[config.mk]
export PLATFORM = sky130hd
export DESIGN_NAME = csq_top
export DESIGN_NICKNAME = d
export VERILOG_FILES = /design/src/verilog/csq_pkg.sv /design/src/verilog/csq_div.sv /design/src/verilog/csq_top.sv
export VERILOG_INCLUDE_DIRS = /design/src /design/src/verilog
export SDC_FILE = /design/constraint.sdc
export NUM_CORES = 2
export LEC_CHECK = 0
export BUFFER_PORTS_ARGS = -buffer_cell sky130_fd_sc_hd__buf_2
export CORE_MARGIN = 4
export CORE_UTILIZATION = 59
export CTS_CLUSTER_DIAMETER = 40
export CTS_CLUSTER_SIZE = 10
export DETAILED_ROUTE_END_ITERATION = 10
export GPL_ROUTABILITY_DRIVEN = 0
export HOLD_SLACK_MARGIN = 0.15
export MAX_ROUTING_LAYER = met4
export PLACE_DENSITY = 0.81
export SETUP_SLACK_MARGIN = 0.02
export SYNTH_ARGS = -nofsm -noshare
export SYNTH_HDL_FRONTEND = slang
export SYNTH_SLANG_ARGS = --single-unit
export TNS_END_PERCENT = 20
[constraint.sdc]
create_clock -name hclk -period 15.1 [get_ports hclk]
set_input_delay 3.02 -clock hclk [delete_from_list [all_inputs] [get_ports hclk]]
set_output_delay 3.02 -clock hclk [all_outputs]
set_load 0.1 [all_outputs]
[src/verilog/csq_params.svh]
// constants for the compressor and sequencer output block
`ifndef CSQ_PARAMS_SVH
`define CSQ_PARAMS_SVH
// ==================================================
// timing
`define CSQ_CLK_NS 10
`define CSQ_SEC_NS 1000000000
`define CSQ_SEC_CYCLES (`CSQ_SEC_NS / `CSQ_CLK_NS)
`define CSQ_TMAX 14'h3fff
// ==================================================
// register offsets (byte addresses, low address byte)
`define CSQ_REG_CTRL 8'h00
`define CSQ_REG_A_ON 8'h04
`define CSQ_REG_A_OFF 8'h08
`define CSQ_REG_B_ON 8'h0c
`define CSQ_REG_B_OFF 8'h10
`define CSQ_REG_MIN_ON 8'h14
`define CSQ_REG_MIN_OFF 8'h18
`define CSQ_REG_OFF_DLY 8'h1c
`define CSQ_REG_IDLE_DLY 8'h20
`define CSQ_REG_SIZE1 8'h24
`define CSQ_REG_SIZE2 8'h28
`define CSQ_REG_SIZE3 8'h2c
`define CSQ_REG_SIZE4 8'h30
`define CSQ_REG_SEQ_DLY 8'h34
`define CSQ_REG_STATUS 8'h38
// ==================================================
// fields and reset values
`define CSQ_CTRL_FN_MSB 1
`define CSQ_CTRL_BCONN 2
`define CSQ_RST_CTRL 3'h0
`define CSQ_RST_PCT 16'h0000
`define CSQ_RST_TIME 14'h0000
`define CSQ_RST_SIZE 17'h00000
// full scale of a percentage in tenths, and its product width form
`define CSQ_PCT_FULL 16'h03e8
`define CSQ_KILO 30'h3e8
`endif

[src/verilog/csq_pkg.sv]
// types for the compressor and sequencer output block
package csq_pkg;
  // selectable output function
  typedef enum logic [1:0] {
    CSQ_FN_OFF = 2'h0,
    CSQ_FN_COMP = 2'h1,
    CSQ_FN_SEQ = 2'h2
  } csq_func_t;
  // compressor states, one-hot
  typedef enum logic [1:0] {
    CSQ_ST_IDLE = 2'h1,
    CSQ_ST_RUN = 2'h2
  } csq_cst_t;
endpackage

[src/verilog/csq_div.sv]
// iterative restoring divider for the vernier share
`timescale 1ns/1ps
module csq_div (
  input wire logic clk,
  input wire logic rstn,
  input wire logic start,
  input wire logic [29:0] num,
  input wire logic [16:0] den,
  output logic busy,
  output logic done,
  output logic [10:0] quo
);
  logic [30:0] rem_r;
  logic [29:0] q_r;
  logic [4:0] cnt_r;
  logic [16:0] den_r;
  wire [30:0] trial = {rem_r[29:0], q_r[29]};
  wire fits = trial >= {14'h0000, den_r};
  wire [29:0] q_nxt = {q_r[28:0], fits};

  // ==================================================
  // one quotient bit per cycle; caller keeps the quotient below 1001
  always_ff @(posedge clk or negedge rstn) begin
    if (!rstn) begin
      rem_r <= 31'h00000000;
      q_r <= 30'h00000000;
      cnt_r <= 5'h00;
      den_r <= 17'h00000;
      busy <= 1'b0;
      done <= 1'b0;
      quo <= 11'h000;
    end else begin
      done <= 1'b0;
      if (!busy && start) begin
        rem_r <= 31'h00000000;
        q_r <= num;
        den_r <= den;
        cnt_r <= 5'h1e;
        busy <= 1'b1;
      end else if (busy) begin
        rem_r <= fits ? trial - {14'h0000, den_r} : trial;
        q_r <= q_nxt;
        cnt_r <= cnt_r - 5'h01;
        if (cnt_r == 5'h01) begin
          busy <= 1'b0;
          done <= 1'b1;
          quo <= q_nxt[10:0];
        end
      end
    end
  end
endmodule

[src/verilog/csq_top.sv]
// compressor control and power sequencer output with ahb-lite registers
// Behaviour
// - input a at or below its turn-on level plus off time met starts compressor
// - input b at or below its own turn-on level plus off time starts compressor
// - input a at or above turn-off means no demand; drop waits for on time
// - input b at or above turn-off means no demand; drop waits for on time
// - compressor stays on at least the minimum on time in seconds
// - compressor stays off at least the minimum off time before restarting
// - after on time and no demand, hold on for the off delay then stop
// - any demand during off delay keeps compressor on and clears the delay
// - loop demands at exactly zero longer than idle delay stop the compressor
// - idle delay of zero disables the zero-power stop
// - compressor function drives one run output from two percentage demands
// - sequencer splits one 0-100% demand into vernier plus three on/off outputs
// - each sequencer output has a share from 0 to 99999; the size registers take any 17-bit value, up to 131071
// - at least the sequencer delay passes between successive on/off turn-ons
// - function off passes input to output one, other outputs inactive
// - linear order always switches on/off outputs in order two, three, four
`timescale 1ns/1ps
`include "csq_params.svh"
module csq_top #(
  parameter int SEC_CYCLES = `CSQ_SEC_CYCLES
) (
  input wire logic hclk,
  input wire logic hresetn,
  input wire logic hsel,
  input wire logic [31:0] haddr,
  input wire logic [1:0] htrans,
  input wire logic hwrite,
  input wire logic [2:0] hsize,
  input wire logic hready,
  input wire logic [31:0] hwdata,
  output logic [31:0] hrdata,
  output logic hreadyout,
  output logic hresp,
  input wire logic signed [15:0] dmd_a,
  input wire logic signed [15:0] dmd_b,
  output logic signed [15:0] pct_out,
  output logic comp_run,
  output logic [2:0] onoff_out
);
  // ==================================================
  // register bus: zero wait states, always okay
  logic wr_pend_r;
  logic [7:0] wa_r;
  logic [2:0] ctrl_r;
  logic signed [15:0] a_on_r, a_off_r, b_on_r, b_off_r;
  logic [13:0] min_on_r, min_off_r, odly_r, idly_r, sdly_r;
  logic [16:0] size_r [4];
  logic [31:0] rd_mux;
  csq_pkg::csq_cst_t cst_r;
  csq_pkg::csq_cst_t cst_nxt;

  wire ahb_go = hsel & hready & htrans[1];
  wire [7:0] ra = haddr[7:0];
  assign hreadyout = 1'b1;
  assign hresp = 1'b0;
  // read select; unmapped offsets read zero
  assign rd_mux =
    (ra == `CSQ_REG_CTRL) ? {29'h0, ctrl_r} :
    (ra == `CSQ_REG_A_ON) ? {{16{a_on_r[15]}}, a_on_r} :
    (ra == `CSQ_REG_A_OFF) ? {{16{a_off_r[15]}}, a_off_r} :
    (ra == `CSQ_REG_B_ON) ? {{16{b_on_r[15]}}, b_on_r} :
    (ra == `CSQ_REG_B_OFF) ? {{16{b_off_r[15]}}, b_off_r} :
    (ra == `CSQ_REG_MIN_ON) ? {18'h0, min_on_r} :
    (ra == `CSQ_REG_MIN_OFF) ? {18'h0, min_off_r} :
    (ra == `CSQ_REG_OFF_DLY) ? {18'h0, odly_r} :
    (ra == `CSQ_REG_IDLE_DLY) ? {18'h0, idly_r} :
    (ra == `CSQ_REG_SIZE1) ? {15'h0, size_r[0]} :
    (ra == `CSQ_REG_SIZE2) ? {15'h0, size_r[1]} :
    (ra == `CSQ_REG_SIZE3) ? {15'h0, size_r[2]} :
    (ra == `CSQ_REG_SIZE4) ? {15'h0, size_r[3]} :
    (ra == `CSQ_REG_SEQ_DLY) ? {18'h0, sdly_r} :
    (ra == `CSQ_REG_STATUS) ? {10'h0, cst_r, comp_run, onoff_out, pct_out} : 32'h0;

  // address phase capture; read data registered for the data phase
  always_ff @(posedge hclk or negedge hresetn) begin
    if (!hresetn) begin
      wr_pend_r <= 1'b0;
      wa_r <= 8'h00;
      hrdata <= 32'h0;
    end else begin
      wr_pend_r <= ahb_go & hwrite;
      if (ahb_go) wa_r <= ra;
      hrdata <= (ahb_go & ~hwrite) ? rd_mux : 32'h0;
    end
  end

  // write data phase; writes to unmapped or status offsets are dropped
  always_ff @(posedge hclk or negedge hresetn) begin
    if (!hresetn) begin
      ctrl_r <= `CSQ_RST_CTRL;
      a_on_r <= `CSQ_RST_PCT;
      a_off_r <= `CSQ_RST_PCT;
      b_on_r <= `CSQ_RST_PCT;
      b_off_r <= `CSQ_RST_PCT;
      min_on_r <= `CSQ_RST_TIME;
      min_off_r <= `CSQ_RST_TIME;
      odly_r <= `CSQ_RST_TIME;
      idly_r <= `CSQ_RST_TIME;
      sdly_r <= `CSQ_RST_TIME;
      for (int i = 0; i < 4; i++) size_r[i] <= `CSQ_RST_SIZE;
    end else if (wr_pend_r) begin
      unique case (wa_r)
        `CSQ_REG_CTRL: ctrl_r <= hwdata[2:0];
        `CSQ_REG_A_ON: a_on_r <= hwdata[15:0];
        `CSQ_REG_A_OFF: a_off_r <= hwdata[15:0];
        `CSQ_REG_B_ON: b_on_r <= hwdata[15:0];
        `CSQ_REG_B_OFF: b_off_r <= hwdata[15:0];
        `CSQ_REG_MIN_ON: min_on_r <= hwdata[13:0];
        `CSQ_REG_MIN_OFF: min_off_r <= hwdata[13:0];
        `CSQ_REG_OFF_DLY: odly_r <= hwdata[13:0];
        `CSQ_REG_IDLE_DLY: idly_r <= hwdata[13:0];
        `CSQ_REG_SIZE1: size_r[0] <= hwdata[16:0];
        `CSQ_REG_SIZE2: size_r[1] <= hwdata[16:0];
        `CSQ_REG_SIZE3: size_r[2] <= hwdata[16:0];
        `CSQ_REG_SIZE4: size_r[3] <= hwdata[16:0];
        `CSQ_REG_SEQ_DLY: sdly_r <= hwdata[13:0];
        default: ;
      endcase
    end
  end

  wire fn_comp = ctrl_r[`CSQ_CTRL_FN_MSB:0] == csq_pkg::CSQ_FN_COMP;
  wire fn_seq = ctrl_r[`CSQ_CTRL_FN_MSB:0] == csq_pkg::CSQ_FN_SEQ;
  wire b_conn = ctrl_r[`CSQ_CTRL_BCONN];

  // ==================================================
  // one-second tick
  logic [31:0] div_r;
  wire tick = div_r == 32'(SEC_CYCLES - 1);
  always_ff @(posedge hclk or negedge hresetn) begin
    if (!hresetn) div_r <= 32'h0;
    else div_r <= tick ? 32'h0 : div_r + 32'h1;
  end

  // saturating second count
  function automatic logic [13:0] sat_inc(input logic [13:0] c, input logic t);
    sat_inc = (t && c != `CSQ_TMAX) ? c + 14'h0001 : c;
  endfunction

  // ==================================================
  // compressor demand decode
  logic [13:0] on_cnt, off_cnt, odly_cnt, idle_cnt;
  wire want_a = dmd_a <= a_on_r;
  // demand from b, only when b is connected
  wire want_b = b_conn && (dmd_b <= b_on_r);
  wire nod_a = dmd_a >= a_off_r;
  // no demand from b; an unconnected b never asks
  wire nod_b = !b_conn || (dmd_b >= b_off_r);
  wire nodmd = nod_a & nod_b;
  // every connected loop at exactly zero
  wire zero_all = (dmd_a == 16'sh0000) && (!b_conn || dmd_b == 16'sh0000);
  // zero delay turns the idle stop off
  wire idle_hit = (idly_r != 14'h0) && (idle_cnt > idly_r);
  // counts run from a mid-second start, so the strict compare keeps the full minimum
  wire ok_on = (min_on_r == 14'h0) || (on_cnt > min_on_r);
  wire ok_off = (min_off_r == 14'h0) || (off_cnt > min_off_r);
  wire odly_ok = (odly_r == 14'h0) || (odly_cnt > odly_r);
  wire running = cst_r == csq_pkg::CSQ_ST_RUN;
  // turn-on gated by the off time; idle stop blocks an instant restart
  wire go_on = fn_comp && !running && ok_off && (want_a || want_b) && !idle_hit;
  // turn-off waits for on time, then off delay or idle stop
  wire go_off = running && ok_on && ((nodmd && odly_ok) || idle_hit);

  // next compressor state; any other function parks it off
  always_comb begin
    cst_nxt = cst_r;
    if (!fn_comp) cst_nxt = csq_pkg::CSQ_ST_IDLE;
    else if (go_on) cst_nxt = csq_pkg::CSQ_ST_RUN;
    else if (go_off) cst_nxt = csq_pkg::CSQ_ST_IDLE;
  end

  // timers clear on reset with the compressor off
  always_ff @(posedge hclk or negedge hresetn) begin
    if (!hresetn) begin
      cst_r <= csq_pkg::CSQ_ST_IDLE;
      on_cnt <= 14'h0;
      off_cnt <= 14'h0;
      odly_cnt <= 14'h0;
      idle_cnt <= 14'h0;
    end else begin
      cst_r <= cst_nxt;
      on_cnt <= go_on ? 14'h0 : sat_inc(on_cnt, tick & running);
      off_cnt <= (running && cst_nxt != csq_pkg::CSQ_ST_RUN) ? 14'h0 : sat_inc(off_cnt, tick & !running);
      // any demand during the delay clears it
      odly_cnt <= (running && ok_on && nodmd) ? sat_inc(odly_cnt, tick) : 14'h0;
      idle_cnt <= zero_all ? sat_inc(idle_cnt, tick) : 14'h0;
    end
  end

  assign comp_run = running;

  // ==================================================
  // sequencer shares
  wire [9:0] dmd_c = dmd_a[15] ? 10'h000 : (dmd_a > $signed(`CSQ_PCT_FULL)) ? 10'h3e8 : dmd_a[9:0];
  wire [18:0] tot = 19'(size_r[0]) + 19'(size_r[1]) + 19'(size_r[2]) + 19'(size_r[3]);
  // demand scaled to share units, times the full scale
  wire [29:0] p_dem = 30'(dmd_c) * 30'(tot);
  logic [2:0] on_r, keep, onoff_nxt;
  logic [13:0] seq_cnt;
  logic [18:0] cum [3];
  logic [18:0] onsz [3];
  genvar k;
  // per on/off output: cumulative share, target and share held on
  generate
    for (k = 0; k < 3; k++) begin : g_out
      if (k == 0) begin : g_first
        assign cum[k] = 19'(size_r[1]);
        assign keep[k] = (size_r[1] != 17'h0) && (p_dem >= `CSQ_KILO * 30'(cum[k]));
      end else begin : g_next
        assign cum[k] = cum[k-1] + 19'(size_r[k+1]);
        assign keep[k] = keep[k-1] && (size_r[k+1] != 17'h0) && (p_dem >= `CSQ_KILO * 30'(cum[k]));
      end
      assign onsz[k] = on_r[k] ? 19'(size_r[k+1]) : 19'h0;
    end
  endgenerate

  // linear order, next output is the lowest one still off
  wire [2:0] next_bit = ~on_r & {on_r[1:0], 1'b1};
  wire seq_ok = (sdly_r == 14'h0) || (seq_cnt > sdly_r);
  wire add_ok = fn_seq && seq_ok && ((next_bit & keep) != 3'h0);
  // drop at once when demand falls, add one at a time
  assign onoff_nxt = fn_seq ? ((on_r & keep) | (add_ok ? next_bit : 3'h0)) : 3'h0;

  always_ff @(posedge hclk or negedge hresetn) begin
    if (!hresetn) begin
      on_r <= 3'h0;
      seq_cnt <= `CSQ_TMAX;
    end else begin
      on_r <= onoff_nxt;
      seq_cnt <= add_ok ? 14'h0 : sat_inc(seq_cnt, tick);
    end
  end
  assign onoff_out = on_r;

  // ==================================================
  // vernier: remainder over its own share, clamped into 0..full
  wire [18:0] on_sum = onsz[0] + onsz[1] + onsz[2];
  wire [29:0] on_k = `CSQ_KILO * 30'(on_sum);
  wire [29:0] v_max = `CSQ_KILO * 30'(size_r[0]);
  wire [29:0] rem_raw = (p_dem > on_k) ? p_dem - on_k : 30'h0;
  wire [29:0] v_num = (rem_raw > v_max) ? v_max : rem_raw;
  // zero share would divide by zero; a share of one with a zero numerator gives zero
  wire [16:0] v_den = (size_r[0] == 17'h0) ? 17'h00001 : size_r[0];
  wire div_busy, div_done;
  wire [10:0] v_quo;

  csq_div csq_div_i (
    .clk(hclk),
    .rstn(hresetn),
    .start(fn_seq),
    .num(v_num),
    .den(v_den),
    .busy(div_busy),
    .done(div_done),
    .quo(v_quo)
  );

  // function off passes input a straight through
  always_ff @(posedge hclk or negedge hresetn) begin
    if (!hresetn) pct_out <= `CSQ_RST_PCT;
    else if (fn_seq) begin
      if (div_done) pct_out <= {5'h00, v_quo};
    end else if (fn_comp) pct_out <= `CSQ_RST_PCT;
    else pct_out <= dmd_a;
  end

  // ==================================================
  // checks
  comp_min_on_a: assert property (@(posedge hclk) disable iff (!hresetn)
    $fell(comp_run) && $past(fn_comp) |-> ($past(on_cnt) > $past(min_on_r)) || ($past(min_on_r) == 14'h0))
    else $error("compressor dropped before minimum on time");
  comp_min_off_a: assert property (@(posedge hclk) disable iff (!hresetn)
    $rose(comp_run) |-> ($past(off_cnt) > $past(min_off_r)) || ($past(min_off_r) == 14'h0))
    else $error("compressor restarted before minimum off time");
  comp_on_cause_a: assert property (@(posedge hclk) disable iff (!hresetn)
    $rose(comp_run) |-> $past(want_a) || $past(want_b))
    else $error("compressor started without demand");
  comp_off_cause_a: assert property (@(posedge hclk) disable iff (!hresetn)
    $fell(comp_run) && $past(fn_comp) && !$past(idle_hit) |-> $past(nodmd) && $past(odly_ok))
    else $error("compressor stopped before off delay");
  delay_reset_a: assert property (@(posedge hclk) disable iff (!hresetn)
    running && !nodmd |=> odly_cnt == 14'h0)
    else $error("off delay not cleared by demand");
  idle_off_a: assert property (@(posedge hclk) disable iff (!hresetn)
    fn_comp && running && idly_r == 14'h0 && zero_all && !nodmd |=> comp_run)
    else $error("idle stop active while disabled");
  pass_through_a: assert property (@(posedge hclk) disable iff (!hresetn)
    !fn_seq && !fn_comp |=> pct_out == $past(dmd_a) && onoff_out == 3'h0)
    else $error("off function not passing input");
  seq_space_a: assert property (@(posedge hclk) disable iff (!hresetn)
    (onoff_out & ~$past(onoff_out)) != 3'h0 |-> ($past(seq_cnt) > sdly_r) || (sdly_r == 14'h0) || $changed(sdly_r))
    else $error("on/off outputs switched on too close together");
  seq_order_a: assert property (@(posedge hclk) disable iff (!hresetn)
    onoff_out == 3'h0 || onoff_out == 3'h1 || onoff_out == 3'h3 || onoff_out == 3'h7)
    else $error("on/off outputs out of linear order");
  vern_range_a: assert property (@(posedge hclk) disable iff (!hresetn)
    fn_seq && $past(fn_seq) && !$rose(fn_seq) |-> pct_out <= $signed(`CSQ_PCT_FULL) && !pct_out[15])
    else $error("vernier output outside 0 to 100 percent");
endmodule

-- Word-level counts from Yosys, hierarchy flattened
Cells that the tools add are included.
W data, S select, Z words.
- register bits: 464
- input port bits: 106
- output and inout bits: 54
- word-level logic and storage cells: 252
- $add $sub $neg: 16
- multiply operators: 6
- $lt $le $gt $ge: 16
- equality and inequality tests: 41
- multiplexer cells: 56
- bitwise operators: 14
- reduce and logical (&&, ||, !) cells: 70
- operators with widths (cell ; number):
    $mux W32 ; 7
    $mux W22 ; 10
    $mux W30 ; 7
    $mux W14 ; 10
    $eq A8 B6 Y1 const B ; 13
    $add A14 B1 Y14 const B ; 5
    $gt A14 B14 Y1 ; 5
    $ne A14 B14 Y1 const B ; 5
    $mux W17 ; 4
    $eq A8 B5 Y1 const B ; 8
    $add A18 B17 Y19 ; 3
    $logic_not A14 Y1 ; 4
    $add A17 B17 Y18 ; 3
    $mul A7 B19 Y26 const A ; 2
    $reduce_bool A17 Y1 ; 3
    $mul A7 B17 Y24 const A ; 2
    $mux W16 ; 3
    $add A32 B1 Y32 const B ; 1
    $eq A32 B27 Y1 const B ; 1
    $eq A8 B4 Y1 const B ; 4
    $ge A16 B16 Y1 ; 2
    $le A16 B16 Y1 ; 2
    $logic_not A16 Y1 ; 2
    $ge A31 B17 Y1 ; 1
    38 further kinds ; 112

-- Longest topological paths before layout
- depth after elaboration: 17
- gate-level depth with buffers: 63
- mapped depth without buffers: 60

-- Cells and area by module
Synthesis repeated with hierarchy kept, for this count alone.
- cell total of the unflattened synthesis: 5748
- area, all modules: 53312.4 um^2
- by module, submodules not included (module ; times used ; cells an instance ; area each (um^2) ; sequential area each (um^2)):
    csq_top ; 1 ; 5183 ; 47961.0 ; 9027.4
    csq_div ; 1 ; 565 ; 5351.4 ; 2377.3

-- Least setup slack after synthesis
OpenSTA, ideal clock, no wires.
- path type: flip-flop to flip-flop
- start: register size_r[52] in the netlist's numbering
- end: register csq_div_i.q_r[11]
- setup time: 0.126 ns
- arrival: 14.231 ns
- required time: 14.974 ns
- path slack: 0.743 ns
- cell stages (with the launch flop): 63
- buffers on the path: 3
- clock period less this slack: 14.357 ns
- path through: dfrtp_1 inv_1 fa_1 fa_1 inv_1 ha_1 fa_1 a21o_1 a21oi_1 o21bai_1 a21oi_1 o21bai_1 a21oi_1 o21bai_1 a21oi_1 o21ai_0 a2111o_1 nand3_1 [27 not listed] or2_1 buf_6 buf_4 nor2_1 ha_1 a21o_1 a21o_1 a21o_1 a21o_1 a21oi_1 a2bb2oi_1 a31oi_1 a211oi_1 o21ai_0 nor2_1 a221oi_4 buf_6 a221o_1
- word-level cells in the longest chain between the ends: 9
- elaborated cells between the ends (all ways): 11
- classes of those cells: 4 x add/sub; 2 x mul; 2 x order compare; 3 x mux
- RTL lines (element ; line ; source):
    start: declaration ; csq_top.sv:49 ; logic [16:0] size_r [4];
    $add A17 B17 Y18 ; csq_top.sv:197 ; wire [18:0] tot = 19'(size_r[0]) + 19'(size_r[1]) + 19'(size_r[2]) + 19'(size_r[3]);
    $add A18 B17 Y19 ; csq_top.sv:197 ;
    $add A19 B17 Y19 ; csq_top.sv:197 ;
    $mul A10 B19 Y29 ; csq_top.sv:199 ; wire [29:0] p_dem = 30'(dmd_c) * 30'(tot);
    $sub A29 B29 Y30 or $gt A29 B29 Y1 (tied branches) ; csq_top.sv:242 ; wire [29:0] rem_raw = (p_dem > on_k) ? p_dem - on_k : 30'h0;
    $mux W30 ; csq_top.sv:242 ;
    $gt A30 B27 Y1 ; csq_top.sv:243 ; wire [29:0] v_num = (rem_raw > v_max) ? v_max : rem_raw;
    $mux W30 * ; csq_top.sv:243 ;
    $mux W30 * ; csq_div.sv:34 ; if (!busy && start) begin
    end signal: assignment ; csq_div.sv:36 ; q_r <= num;
    end signal: assignment ; csq_div.sv:42 ; q_r <= q_nxt;
    end: declaration ; csq_div.sv:14 ; logic [29:0] q_r;
Mark *: on every way between the ends. The rest lies on a longest branch, timed or not.
A chain may end at the register's enable or synchronous reset.

-- Worst setup path in the final report
- start: input port dmd_a[0]
- end: register csq_div_i.q_r[4]
- word-level cells in the longest chain between the ends: 9
- elaborated cells between the ends (all ways): 10
- classes of those cells: 1 x add/sub; 1 x mul; 3 x order compare; 5 x mux
- RTL lines (element ; line ; source):
    start: declaration ; csq_top.sv:36 ; input wire logic signed [15:0] dmd_a,
    $gt A16 B11 Y1 ; csq_top.sv:196 ; wire [9:0] dmd_c = dmd_a[15] ? 10'h000 : (dmd_a > $signed(`CSQ_PCT_FULL)) ? 10'h3e8 : dmd_a[9:0];
    $mux W10 * (2 in a row) ; csq_top.sv:196 ;
    $mul A10 B19 Y29 * ; csq_top.sv:199 ;
    $sub A29 B29 Y30 or $gt A29 B29 Y1 (tied branches) ; csq_top.sv:242 ;
    $mux W30 * ; csq_top.sv:242 ;
    $gt A30 B27 Y1 ; csq_top.sv:243 ;
    $mux W30 * ; csq_top.sv:243 ;
    $mux W30 * ; csq_div.sv:34 ;
Marked as above.

==> flow_summary.toml <==
[outcome]
status = "finished, final reports clean"

[logic_synthesis]
synth_most_common_cell = "inv_1"
syn_nets = 6926
seq_area_frac_synth_pct = 21.5
ys_seq_elements = 455
synthTopCellsByArea = "dfrtp_1, fa_1, ha_1"
syn_avg_cell_area_um2 = 9.46
synth_cells = 5613
yosys.area.top_type_share_pct = 20.7
async_reset_ff_share_pct = 100
synth_edf_count = 0
syn_area_um2 = 53100
yosys.area.top_type = "dfrtp_1"
synthFlopType = "dfrtp_1"
yosys-top-cells-count = "inv_1, ha_1, fa_1"
ys_warn_count = 0
ys_types = 105

[sta]
worstMarginPinSlew_ps = 1320
max_freq_mhz = 69.3
rsz0062_at_grt = "false"
finalCriticalPeriod_ps = 14420
fin_crit_sh_pct = 95.5
slew_violations = 0
setup_viol = 0
clock_skew_ps = 60.5
relSlewSlack_pct = 11.7
hold_viol_final = 0

[placement]
io_buffer_count = 114
placed_area_um2 = 55600
place_hpwl_um = 127000

[clock_network]
clock_sinks = 455
cts_htree_levels = 3
worstSkewPairLatency_ps = 640
clkTransAtPathRegs_ps = 50
ctsRootBufferMaster = "clkbuf_16"
clockBufferDepth = 3
cts_tree = "done"
cts_buffers = 75
cts_hold_buf = 0

[global_route]
antenna_found_initial = 11
grt_max_degree = 156
grt_pass1_vias = 45900
grt_pass1_wl_um = 256000
track_usage_pct = 35.6
grt.overflow.total = 0

[routing]
dr_total_vias = 45000
ant_nets = 0
wl_per_cell_um = 23.4
via_per_inst = 6.40
drt_wl_total_um = 165000
drtIter0Drc = 4827
drt_first_pass_iters = 10
drc = 0

[critical_path]
cp_slowest_cell = "or3_1"
slowest_delay_ps = 570
path_buf_inv = 8
critPathCaptureType = "flip-flop"
worst-path-max-fanout = 18
arrival_ps = 14930
crit_required_ps = 15610
worstSetupStartpointType = "input port"
cp_top_family = "compound AO/OA/AOI/OAI gates"
crit_type = "input port to flip-flop"
cpMostUsedCell = "o21a_1"

[floorplanning]
ios = 160
die_area_um2 = 94900
rows = 109
core_um2 = 88800
die_x_um = 308
die_h_um = 308
initial_core_util_pct = 59.8

[cells_and_area]
drive_above_1_share_pct = 11.2
post-route-util_pct = 65.8
nNetsFinal = 7114
syn2layout_area_growth_pct = 9.98
design_area_um2 = 58400

[hold_path]
hold_path.class = "flip-flop to flip-flop"

[run]
cap_violations = 0
[path summary, 6_finish.rpt]
| kind | depth (start not counted) | slack, ps | to | startpoint |
|---|---|---|---|---|
| max | 51 | 680 | csq_div_i.q_r[4] | dmd_a[0] |
| max in group asynchronous | 3 | 10280 | a_off_r[2] | hresetn |
| min | 1 | 480 | hrdata[21] | cst_r[1] |
| max reg2reg | 61 | 800 | csq_div_i.q_r[4] | size_r[53] |
| min in group asynchronous | 1 | 2380 | csq_div_i.rem_r[24] | hresetn |
| min reg2reg | 1 | 480 | hrdata[21] | cst_r[1] |
[layer usage]
layer | global-route usage, % | routed length [um]
met1 | 41.4 | 58700
met5 | - | 0
met2 | 53.8 | 72500
met4 | 23.3 | 14000
met3 | 10.9 | 19600
[area by class of cell]
cell class | count | area [um2]
Fill cell | 6665 | 30400
Timing Repair Buffer | 253 | 1660
Multi-Input combinational cell | 4258 | 38300
Tap cell | 1165 | 1460
Antenna cell | 16 | 40.0
Clock inverter | 43 | 658
Sequential cell | 455 | 11400
Inverter | 758 | 2850
Clock buffer | 89 | 2000
[logic make-up (layout without fill, tap and decap cells)]
kind of cell	after synthesis	after routing	share of synthesized area, %
muxes	204	204	4.27
xor gates and xnor gates	321	321	5.32
buffers and inverters	900	1143	6.51
AOI/OAI and AO/OA	1075	1075	13.8
DFF	455	455	21.5
adders and majority gates	1207	1207	35.5
other	2	18	0.0141
and+or+nand+nor	1449	1449	13.1
[through the flow]
stage               setup slack [ps]  hold WS [ps]  setup TNS [ps]  instances
detailed placement             -83.1           464           -1590       6888
finish                           679           477               0       7037
global placement                54.4           458               0       6888
CTS                              353           480               0       7020
floorplan                        743           438               0       5613
global route                    26.8           512               0       7034
[sequential cells by signal, indices dropped and copies added, names as in the netlist, 16 cells and up]
signal,cells
a_off_r,16
a_on_r,16
b_off_r,16
b_on_r,16
csq_div_i.den_r,17
csq_div_i.q_r,30
csq_div_i.rem_r,30
cum,17
div_r,32
hrdata,23
pct_out,16
size_r,51
[placed cells by master (no fill, tap or decap), types with 113 or more instances in the layout]
cell       n
inv_1    755
ha_1     707
fa_1     500
dfrtp_1  439
nand2_1  431
nor2_1   367
a21oi_1  231
o21ai_0  217
mux2_2   180
xnor2_1  176
xor2_1   143
buf_4    136
a21o_1   130
buf_2    113
[timing repair]
action | in CTS | in global routing
resized for setup | 0 | 17
setup endpoints to repair | 0 | 27
setup buffers | 0 | 1
Power is not shown: default switching activity piles up to over one toggle a cycle in this logic, so the estimate is an artifact.
